[config.mk]
export PLATFORM = sky130hd
export DESIGN_NAME = pcl_cmd_layer
export DESIGN_NICKNAME = d
export VERILOG_FILES = /design/src/common/pcl_pkg.sv /design/src/design/pcl_cmd_layer.sv
export VERILOG_INCLUDE_DIRS = /design/src /design/src/common
export SDC_FILE = /design/constraint.sdc
export NUM_CORES = 1
export LEC_CHECK = 0
export ABC_AREA = 1
export BUFFER_PORTS_ARGS = -buffer_cell sky130_fd_sc_hd__buf_2
export CAP_MARGIN = 25
export CORE_MARGIN = 2
export CORE_UTILIZATION = 35
export DETAILED_ROUTE_END_ITERATION = 10
export PLACE_DENSITY = 0.6
export SLEW_MARGIN = 15
export SYNTH_ARGS = -nofsm -noshare
export SYNTH_HDL_FRONTEND = slang
export SYNTH_SLANG_ARGS = --single-unit
[constraint.sdc]
create_clock -name clock -period 12.3 [get_ports clock]
set_clock_uncertainty 0.05 [all_clocks]
set_input_delay 0.615 -clock clock [delete_from_list [all_inputs] [get_ports clock]]
set_output_delay 0.615 -clock clock [all_outputs]
set_load 0.005 [all_outputs]
[src/common/pcl_defines.svh]
// Command codes, status bit positions, fixed values and hysteresis divisors.
`ifndef PCL_DEFINES_SVH
`define PCL_DEFINES_SVH
`define PCL_CMD_PAGE      8'h00
`define PCL_CMD_CLEAR     8'h03
`define PCL_CMD_GUARD     8'h10
`define PCL_CMD_STORE     8'h11
`define PCL_CMD_RESTORE   8'h12
`define PCL_CMD_CAP       8'h19
`define PCL_CMD_FORMAT    8'h20
`define PCL_CMD_SCALE     8'h2A
`define PCL_CMD_GAIN      8'h38
`define PCL_CMD_OVF       8'h40
`define PCL_CMD_OVW       8'h42
`define PCL_CMD_UVW       8'h43
`define PCL_CMD_UVF       8'h44
`define PCL_CMD_OCW       8'h46
`define PCL_CMD_SBYTE     8'h78
`define PCL_CMD_SWORD     8'h79
`define PCL_CMD_SVOUT     8'h7A
`define PCL_CMD_SMFR      8'h80
`define PCL_GUARD_ALL     8'h80
`define PCL_GUARD_PAGE    8'h40
`define PCL_GUARD_NONE    8'h00
`define PCL_CAP_VALUE     8'h00
`define PCL_FORMAT_VALUE  8'h40
`define PCL_SB_VOUT_OV    5
`define PCL_SB_CML        1
`define PCL_SB_NONE       0
`define PCL_SW_VOUT       15
`define PCL_SW_MFR        12
`define PCL_SV_OVF        7
`define PCL_SV_OVW        6
`define PCL_SV_UVW        5
`define PCL_SV_UVF        4
`define PCL_SM_OCW        1
`define PCL_DIV_VOLT      17'h00032
`define PCL_DIV_CURR      17'h00014
`define PCL_SCALE_FULL    16'h7FFF
`endif

[src/common/pcl_pkg.sv]
// Types shared by the command layer and its surroundings.
package pcl_pkg;
    // Configuration image held in working registers and in flash.
    typedef struct packed {
        logic [15:0]      scale;  // Voltage ratio, count over 7FFFh.
        logic [15:0]      gain;   // Current gain, 0.1 milliohm per count.
        logic [4:0][15:0] lim;    // 0 ovf, 1 ovw, 2 uvw, 3 uvf, 4 ocw.
    } pcl_cfg_t;
    // One decoded command from the serial front end.
    typedef struct packed {
        logic [7:0]  code;
        logic        wr;
        logic [15:0] data;        // Word data, first bus byte in [7:0].
    } pcl_cmd_t;
    // Read answer.
    typedef struct packed {
        logic        ok;
        logic        two;         // Two bytes: send [7:0] then [15:8].
        logic [15:0] data;
    } pcl_rsp_t;
    typedef enum logic [3:0] {
        PCL_ST_LOAD    = 4'h1,
        PCL_ST_IDLE    = 4'h2,
        PCL_ST_STORE   = 4'h4,
        PCL_ST_RESTORE = 4'h8
    } pcl_state_t;
endpackage

[src/design/pcl_cmd_layer.sv]
// Configuration, protection and limit command layer of a supply monitor.
//
// Operation
// - Clear-faults clears all latched status at once.
// - Still-present conditions set status again immediately.
// - Guard byte 80h/40h/00h selects allowed writes.
// - Reads are served whatever the guard setting.
// - Guarded writes are dropped without any status.
// - Store-all saves configuration only; failure sets CML.
// - No command is answered during flash copy.
// - Restore-all loads flash; also runs after reset.
// - Feature_summary byte reads all zero.
// - Format reads 40h; writing it sets CML.
// - Scale value over 32767 gives ADC ratio.
// - Gain counts are 0.1 milliohm each.
// - Overvoltage fault sets its status bit set.
// - Overvoltage clears only 2% below limit.
// - Overvoltage detection masked until first below limit.
// - Overvoltage warning sets its status bit set.
// - Undervoltage warning sets its status bit set.
// - Undervoltage fault sets its status bit set.
// - Undervoltage masked until above; clears 2% above.
// - Overcurrent warning sets its status bit set.
// - Overcurrent masked until below; clears 5% below.
// - Reset pin clears latched status too.
// - Command unsupported on page sets CML.
`timescale 1ns/1ps
`include "pcl_defines.svh"
module pcl_cmd_layer (
    input  wire logic              clock,
    input  wire logic              ce,
    input  wire logic              arst_n,
    input  wire logic              cmd_valid,
    input  wire pcl_pkg::pcl_cmd_t cmd,
    input  wire logic              page_ok,
    input  wire logic              volt_valid,
    input  wire logic [15:0]       volt_value,
    input  wire logic              curr_valid,
    input  wire logic [15:0]       curr_value,
    input  wire logic              flash_done,
    input  wire logic              flash_err,
    input  wire pcl_pkg::pcl_cfg_t flash_rdata,
    output logic                   rsp_valid,
    output pcl_pkg::pcl_rsp_t      rsp,
    output logic                   busy,
    output logic                   flash_req,
    output logic                   flash_wr,
    output pcl_pkg::pcl_cfg_t      flash_wdata,
    output logic [15:0]            vscale,
    output logic [15:0]            igain,
    output logic [4:0]             limit_event,
    output logic [15:0]            status_word
);
    pcl_pkg::pcl_state_t state_ff;      // Flash copy sequencer.
    pcl_pkg::pcl_cfg_t   cfg_ff;        // Working configuration.
    pcl_pkg::pcl_cfg_t   wimg_ff;       // Image handed to flash.
    logic [7:0]          guard_ff;      // Write guard level.
    logic [4:0]          armed_ff;      // Limit has passed once.
    logic [4:0]          act_ff;        // Limit condition present.
    logic [7:0]          sts_vout_ff;   // Latched voltage status.
    logic [7:0]          sts_mfr_ff;    // Latched maker status.
    logic                cml_ff;        // Latched command fault.
    logic                req_ff;
    logic                wr_ff;
    logic                rsp_valid_ff;
    pcl_pkg::pcl_rsp_t   rsp_ff;
    logic [15:0]         sword_ff;
    // Decoder results, valid in the cycle a command is taken.
    logic                take;
    logic                blocked;
    logic                do_clr;
    logic                do_guard;
    logic                do_store;
    logic                do_restore;
    logic                do_cfg;
    logic [2:0]          cfg_idx;
    logic                cfg_hit;
    logic                cml_cmd;
    logic                rd_ok;
    logic                rd_two;
    logic [15:0]         rd_data;
    logic [15:0]         sword;
    logic                flash_fail;
    logic [7:0]          nxt_sts_vout;
    logic [7:0]          nxt_sts_mfr;
    logic                nxt_cml;

    // Commands are ignored outright while flash is being copied.
    assign take = cmd_valid && (state_ff == pcl_pkg::PCL_ST_IDLE);

    // Map a word command to its slot; limit k sits at index 6 - k.
    always_comb begin
        cfg_idx = 3'h0;
        cfg_hit = 1'b1;
        case (cmd.code)
            `PCL_CMD_SCALE: cfg_idx = 3'h0;
            `PCL_CMD_GAIN:  cfg_idx = 3'h1;
            `PCL_CMD_OVF:   cfg_idx = 3'h6;
            `PCL_CMD_OVW:   cfg_idx = 3'h5;
            `PCL_CMD_UVW:   cfg_idx = 3'h4;
            `PCL_CMD_UVF:   cfg_idx = 3'h3;
            `PCL_CMD_OCW:   cfg_idx = 3'h2;
            default:        cfg_hit = 1'b0;
        endcase
    end

    // Guard policy; the page command itself is served elsewhere.
    always_comb begin
        case (guard_ff)
            `PCL_GUARD_ALL:  blocked = cmd.code != `PCL_CMD_GUARD;
            `PCL_GUARD_PAGE: blocked = (cmd.code != `PCL_CMD_GUARD) &&
                                       (cmd.code != `PCL_CMD_PAGE);
            default:         blocked = 1'b0;
        endcase
    end

    // Write decode. A guarded write falls out with no flag at all.
    always_comb begin
        do_clr     = 1'b0;
        do_guard   = 1'b0;
        do_store   = 1'b0;
        do_restore = 1'b0;
        do_cfg     = 1'b0;
        cml_cmd    = 1'b0;
        if (take && cmd.wr && !blocked) begin
            if (cmd.code == `PCL_CMD_CLEAR) begin
                do_clr = 1'b1;
            end else if (cmd.code == `PCL_CMD_GUARD) begin
                // Only the three defined levels are taken.
                do_guard = (cmd.data[7:0] == `PCL_GUARD_ALL) ||
                           (cmd.data[7:0] == `PCL_GUARD_PAGE) ||
                           (cmd.data[7:0] == `PCL_GUARD_NONE);
                cml_cmd  = !do_guard;
            end else if (cmd.code == `PCL_CMD_STORE) begin
                do_store = 1'b1;
            end else if (cmd.code == `PCL_CMD_RESTORE) begin
                do_restore = 1'b1;
            end else if (cmd.code == `PCL_CMD_PAGE) begin
                cml_cmd = 1'b0;
            end else if (cfg_hit && page_ok) begin
                do_cfg = 1'b1;
            end else begin
                // Read-only codes, unknown codes and codes unsupported on
                // the current page all land here.
                cml_cmd = 1'b1;
            end
        end
        if (take && !cmd.wr && !rd_ok) begin
            cml_cmd = 1'b1;
        end
    end

    // Read decode, independent of the guard level.
    always_comb begin
        rd_ok   = 1'b1;
        rd_two  = 1'b0;
        rd_data = 16'h0000;
        if (cfg_hit) begin
            rd_ok   = page_ok;
            rd_two  = 1'b1;
            rd_data = cfg_ff[16 * (6 - cfg_idx) +: 16];
        end else begin
            case (cmd.code)
                `PCL_CMD_GUARD:  rd_data = {8'h00, guard_ff};
                `PCL_CMD_CAP:    rd_data = {8'h00, `PCL_CAP_VALUE};
                `PCL_CMD_FORMAT: rd_data = {8'h00, `PCL_FORMAT_VALUE};
                `PCL_CMD_SBYTE:  rd_data = {8'h00, sword[7:0]};
                `PCL_CMD_SVOUT:  rd_data = {8'h00, sts_vout_ff};
                `PCL_CMD_SMFR:   rd_data = {8'h00, sts_mfr_ff};
                `PCL_CMD_SWORD: begin
                    rd_two  = 1'b1;
                    rd_data = sword;
                end
                default:         rd_ok = 1'b0;
            endcase
        end
    end

    // Summary word built from the latched detail bits.
    always_comb begin
        sword                 = 16'h0000;
        sword[`PCL_SB_VOUT_OV] = sts_vout_ff[`PCL_SV_OVF];
        sword[`PCL_SB_CML]     = cml_ff;
        sword[`PCL_SB_NONE]    = sts_vout_ff[`PCL_SV_OVW] |
                                 sts_vout_ff[`PCL_SV_UVW] |
                                 sts_vout_ff[`PCL_SV_UVF] |
                                 sts_mfr_ff[`PCL_SM_OCW];
        sword[`PCL_SW_VOUT]    = |sts_vout_ff;
        sword[`PCL_SW_MFR]     = |sts_mfr_ff;
    end

    // Flash copy sequencer. Reset starts with a load from flash, so the
    // working set comes up from the saved image unless that load fails.
    always_ff @(posedge clock or negedge arst_n) begin
        if (!arst_n) begin
            state_ff <= pcl_pkg::PCL_ST_LOAD;
            req_ff   <= 1'b1;
            wr_ff    <= 1'b0;
            wimg_ff  <= '0;
        end else if (ce) begin
            case (state_ff)
                pcl_pkg::PCL_ST_IDLE: begin
                    if (do_store) begin
                        // Only configuration goes to flash, never status.
                        wimg_ff  <= cfg_ff;
                        req_ff   <= 1'b1;
                        wr_ff    <= 1'b1;
                        state_ff <= pcl_pkg::PCL_ST_STORE;
                    end else if (do_restore) begin
                        req_ff   <= 1'b1;
                        wr_ff    <= 1'b0;
                        state_ff <= pcl_pkg::PCL_ST_RESTORE;
                    end
                end
                pcl_pkg::PCL_ST_LOAD,
                pcl_pkg::PCL_ST_STORE,
                pcl_pkg::PCL_ST_RESTORE: begin
                    if (flash_done) begin
                        req_ff   <= 1'b0;
                        wr_ff    <= 1'b0;
                        state_ff <= pcl_pkg::PCL_ST_IDLE;
                    end
                end
                default: begin
                    req_ff   <= 1'b0;
                    state_ff <= pcl_pkg::PCL_ST_IDLE;
                end
            endcase
        end
    end

    // A finished copy that reports an error raises CML.
    assign flash_fail = flash_done && flash_err &&
                        (state_ff != pcl_pkg::PCL_ST_IDLE);

    // Working configuration: host writes and loads from flash. A failed
    // load keeps the old values rather than taking a half-read image.
    always_ff @(posedge clock or negedge arst_n) begin
        if (!arst_n) begin
            cfg_ff <= '0;
        end else if (ce) begin
            if (flash_done && !flash_err && !wr_ff &&
                state_ff != pcl_pkg::PCL_ST_IDLE) begin
                cfg_ff <= flash_rdata;
            end else if (do_cfg) begin
                cfg_ff[16 * (6 - cfg_idx) +: 16] <= cmd.data;
            end
        end
    end

    // Write guard level; it is volatile and resets to open.
    always_ff @(posedge clock or negedge arst_n) begin
        if (!arst_n) begin
            guard_ff <= `PCL_GUARD_NONE;
        end else if (ce && do_guard) begin
            guard_ff <= cmd.data[7:0];
        end
    end

    // Per-limit detection: masking, trip and hysteresis release.
    // Slots 0, 1 and 4 trip above; 2 and 3 trip below.
    genvar gi;
    generate
        for (gi = 0; gi < 5; gi = gi + 1) begin : g_lim
            localparam bit       OVER = (gi == 0) || (gi == 1) || (gi == 4);
            localparam bit       CURR = (gi == 4);
            localparam [16:0]    DIV  = CURR ? `PCL_DIV_CURR : `PCL_DIV_VOLT;
            logic [15:0] lim;
            logic [15:0] smp;
            logic        vld;
            logic [16:0] margin;
            logic        trip;
            logic        rel;
            logic        arm;
            assign lim    = cfg_ff.lim[gi];
            assign smp    = CURR ? curr_value : volt_value;
            assign vld    = CURR ? curr_valid : volt_valid;
            // Margin rounds up so the release is never short of the percent.
            assign margin = ({1'b0, lim} + DIV - 17'h00001) / DIV;
            assign trip   = OVER ? (smp > lim) : (smp < lim);
            assign rel    = OVER ? ({1'b0, smp} <= {1'b0, lim} - margin)
                                 : ({1'b0, smp} >= {1'b0, lim} + margin);
            assign arm    = OVER ? (smp < lim) : (smp > lim);
            always_ff @(posedge clock or negedge arst_n) begin
                if (!arst_n) begin
                    armed_ff[gi] <= 1'b0;
                    act_ff[gi]   <= 1'b0;
                end else if (ce && vld) begin
                    if (!armed_ff[gi]) begin
                        armed_ff[gi] <= arm;
                    end else if (trip) begin
                        act_ff[gi] <= 1'b1;
                    end else if (rel) begin
                        act_ff[gi] <= 1'b0;
                    end
                end
            end
        end
    endgenerate

    // Latched status. Clear and a still-present condition in the same
    // cycle leave the bit set, so nothing is lost.
    always_comb begin
        nxt_sts_vout = do_clr ? 8'h00 : sts_vout_ff;
        nxt_sts_mfr  = do_clr ? 8'h00 : sts_mfr_ff;
        nxt_cml      = (do_clr ? 1'b0 : cml_ff) | cml_cmd | flash_fail;
        nxt_sts_vout[`PCL_SV_OVF] = nxt_sts_vout[`PCL_SV_OVF] | act_ff[0];
        nxt_sts_vout[`PCL_SV_OVW] = nxt_sts_vout[`PCL_SV_OVW] | act_ff[1];
        nxt_sts_vout[`PCL_SV_UVW] = nxt_sts_vout[`PCL_SV_UVW] | act_ff[2];
        nxt_sts_vout[`PCL_SV_UVF] = nxt_sts_vout[`PCL_SV_UVF] | act_ff[3];
        nxt_sts_mfr[`PCL_SM_OCW]  = nxt_sts_mfr[`PCL_SM_OCW] | act_ff[4];
    end

    // Status registers; the reset pin also wipes them.
    always_ff @(posedge clock or negedge arst_n) begin
        if (!arst_n) begin
            sts_vout_ff <= 8'h00;
            sts_mfr_ff  <= 8'h00;
            cml_ff      <= 1'b0;
        end else if (ce) begin
            sts_vout_ff <= nxt_sts_vout;
            sts_mfr_ff  <= nxt_sts_mfr;
            cml_ff      <= nxt_cml;
        end
    end

    // Read answer, one cycle after the command is taken.
    always_ff @(posedge clock or negedge arst_n) begin
        if (!arst_n) begin
            rsp_valid_ff <= 1'b0;
            rsp_ff       <= '0;
        end else if (ce) begin
            rsp_valid_ff <= take && !cmd.wr;
            if (take && !cmd.wr) begin
                rsp_ff.ok   <= rd_ok;
                rsp_ff.two  <= rd_two;
                rsp_ff.data <= rd_ok ? rd_data : 16'h0000;
            end
        end
    end

    // Registered copy of the summary word for the fault response logic.
    always_ff @(posedge clock or negedge arst_n) begin
        if (!arst_n) begin
            sword_ff <= 16'h0000;
        end else if (ce) begin
            sword_ff <= sword;
        end
    end

    // Scale and gain feed the converter math unchanged: the ratio is the
    // count over 7FFFh, the gain one count per 0.1 milliohm.
    assign vscale      = cfg_ff.scale;
    assign igain       = cfg_ff.gain;
    assign rsp_valid   = rsp_valid_ff;
    assign rsp         = rsp_ff;
    assign busy        = state_ff != pcl_pkg::PCL_ST_IDLE;
    assign flash_req   = req_ff;
    assign flash_wr    = wr_ff;
    assign flash_wdata = wimg_ff;
    // Live conditions go to the fault reaction setting logic.
    assign limit_event = act_ff;
    assign status_word = sword_ff;
endmodule // pcl_cmd_layer

==> impl_summary.md <==
STA
The actual transition at the worst max-transition pin is 1.03 ns. Adding up every negative setup slack in the final design gives 0 ns. Setup repair after global routing left no endpoint under its margin.

Dividing the final minimum period by the clock period gives a little under nine tenths. The count of final max-slew check failures is 0. Static timing analysis puts the maximum clock frequency at 94.8 MHz. The clock period minus worst slack is 10.55 ns. The count of endpoints failing setup in the final report is 0. Headroom to the max-slew limit came out at 31.5%. The number of endpoints with negative hold slack in the final report is 0.

CTS
The tree built by TritonCTS fans out to 278 sinks. TritonCTS built the clock tree. The number of gates given a new drive strength after cts is 0.

Clock-pin slew was measured on the worst setup and hold paths at 0.06 ns. Buffers inserted during clock tree synthesis total 39. The tree is rooted in a sky130_fd_sc_hd__clkbuf_16. The number of setup buffers added after CTS is 0. The H-tree was split into 2 levels. The longest clock path from root to sink contains 3 buffers. In this run, post-CTS hold repair placed 0 buffers.

For the worst-skew pair, the clock arrives at the later sink with an insertion delay of ~0.59 ns.

Detailed routing
The post-detailed-routing wire length is 115000 microns. In the routed layout, each cell is associated on average with a via count of 5.41. The detail-routed net length per standard cell is 20.5 microns. The routed layout has 30300 vias. After the first detailed-routing iteration, the DRC count stood at 2556.

The count of nets left with antenna violations once routing finished came out at 0. The total iterations of the first detailed-routing run is 6. The final routed DRC violation total is 0.

Die
The core box area is 0.0808 sq mm. The initial core utilization is 35.5%. The floorplan has 104 rows. around 370 I/O pins were placed.

The floorplan step defined a die boundary enclosing 0.0843 sq mm. The overall die width is 290 microns. The height of the chip is roughly 290 microns.

Layout
The layout cell share with drive strength beyond 1 is 19.1%. The finished layout cell area is 0.0329 sq mm. The layout overhead on the synthesized area is 14.8%. Leaving out fill and tap cells, the most frequent cell in the layout is sky130_fd_sc_hd__nand2_1.

In the layout the commonest cells are sky130_fd_sc_hd__nand2_1 (988), sky130_fd_sc_hd__inv_1 (450), sky130_fd_sc_hd__o21ai_0 (394). The final layout contains ~4900 nets.

Hold path
The worst hold-check path type is input port to async pin.

Critical path
At the worst endpoint, the arrival time is 10.95 ns. The number of cells on the worst reg-to-reg path is between 70 and 80. The worst setup path is launched from a flip-flop.

The critical path data required time is approximately 13 ns. On the worst path, the slowest cell contributes a delay of between 0.4 and 0.5 ns. The cell at the slowest stage of the critical path is sky130_fd_sc_hd__dfrtp_1.

STA classifies the critical path endpoint as a flip-flop. The maximum fanout along the worst path is 6. The cell with the most instances on the worst path is sky130_fd_sc_hd__nand2_1.

The critical path in this run is classified as flip-flop to flip-flop.

Synth
The cell taking the most area after synthesis is sky130_fd_sc_hd__dfrtp_1. The async set-or-reset flop fraction in the synthesized netlist is 100%. Yosys attributes the largest share of cell area to sky130_fd_sc_hd__dfrtp_1 (24%), sky130_fd_sc_hd__nand2_1 (13%), sky130_fd_sc_hd__ha_1 (10%), sky130_fd_sc_hd__o21ai_0 (6.9%), sky130_fd_sc_hd__inv_1 (5.9%). The Yosys warning count is 0. The share of synthesized area in the top cell type comes to 24.1%. In this run, distinct cell masters in the synthesized netlist total 70. The count of state elements after synthesis is about 280. In this run the cell area of the synthesized design comes to ~0.029 sq mm. The number of enable flip-flop cells after synthesis is 0. The cell count after synthesis is 4189. The sequential cell area fraction in the yosys report is 24.3%.

For this run, the leading register cell type out of synthesis is sky130_fd_sc_hd__dfrtp_1. The average cell area after synthesis is 6.85 sq um.

Global routing
The largest net degree at the start of global routing is 140. The first global-routing pass estimated 172000 microns of wire. The via count of the first global-routing pass is about 28000.

The number of antenna violations at the first check in global routing is 21. The total overflow left after global routing is 0. Global routing used 26.4% of the available tracks across all layers.

Place
The number of buffer cells added on primary ports is around 350. The area after detailed placement is ~0.032 sq mm. The congestion estimate from routability-driven global placement came to about 1. The sum of net half-perimeters after detailed placement is ~92000 microns.

Flow run
Max-cap violations in this run came to 0.

Outcome
The flow ran to the end, and the final reports show no timing, DRC or antenna violations.
[registers in the layout (all words and copies together) (netlist names), 5 cells and up]
register and flops:
guard_ff 8, g_lim.lim 80, igain 16, armed_ff 5, limit_event 5, vscale 16
status_word 5, flash_wdata 112, rsp 18
[metrics by stage]
step	utilization [%]	worst slack [ns]	hold WS, ns	std cells
4_1_cts	40.7	1.88	0.00769	5599
3_3_place_gp	39.1	1.94	0.408	5528
6_report	40.8	1.75	0.00620	5602
5_1_grt	40.8	0.653	0.0488	5600
3_5_place_dp	39.1	1.95	0.413	5528
2_1_floorplan	-	3.62	0.269	4203
[cell usage after synthesis, drive strengths merged (3+ instances only)]
cell        n
ha        237
a211oi     62
a21o        4
a31oi       7
mux2       41
a21oi     242
inv       488
xor2      101
nand2    1206
o22ai       4
clkinv     15
o211ai     19
xnor2      15
o21ai     430
o21a       10
o221ai      3
nor2      311
o31ai      14
buf        18
a32o        8
nor4       11
nand4     132
dfrtp     276
o2111ai     9
nand3     317
fa          5
o21bai     28
a221oi      4
clkbuf     91
nor3       52
[per-layer routing]
metal	global-route usage [%]	share of wire [%]
met1	33.9	42
met4	9.68	4.1
met2	42.9	45
met3	6.55	8.8
met5	0	0.11
[critical path: cells and delay by family, from the launching register on]
family | cells | cell delay (ns)
xor gates and xnor gates | 2 | 0.39
DFF | 1 | 0.41
AOI/OAI and AO/OA | 12 | 2.24
and+or+nand+nor | 56 | 5.78
buffers and inverters | 5 | 0.39
adders and majority gates | 4 | 1.10
[worst paths after layout]
check | to | start | slack (ns)
hold reg to reg | state_ff[0]$_DFFE_PN1P_ | state_ff[0]$_DFFE_PN1P_ | 0.42
setup / recovery | limit_event[4]$_DFFE_PN0P_ | g_lim[4].lim[1]$_DFFE_PN0P_ | 1.75
setup reg to reg | limit_event[4]$_DFFE_PN0P_ | g_lim[4].lim[1]$_DFFE_PN0P_ | 1.75
max in group asynchronous | flash_wdata[11]$_DFFE_PN0P_ | arst_n | 10.82
min in group clock | vscale[8]$_DFFE_PN0P_ | flash_rdata[104] | 0.23
hold / removal | flash_wdata[69]$_DFFE_PN0P_ | arst_n | 0.006
[final cells by class]
cell class / instances / area, sq um
well taps: 1060 / 1330
fillers: 8530 / 47900
inverters: 503 / 1890
multi-input cells: 3313 / 19500
flip-flops and latches: 278 / 6960
clock buffers: 50 / 1080
diodes: 3 / 7.51
repair buffers: 374 / 1950
clock inverters: 21 / 246
[logic make-up after synthesis]
family / after synthesis / synth area share, %
flip-flops: 278 / 24.3
adder cells (fa/ha/maj): 242 / 10.7
multiplexers: 41 / 1.61
AO/OA/AOI/OAI: 856 / 16.9
AND/OR/NAND/NOR: 2042 / 34.7
XOR/XNOR: 116 / 3.62
buffers and inverters: 612 / 8.19
other: 2 / 0.0262
Power is not shown: default switching activity piles up to over one toggle a cycle in this logic, so the estimate is an artifact.
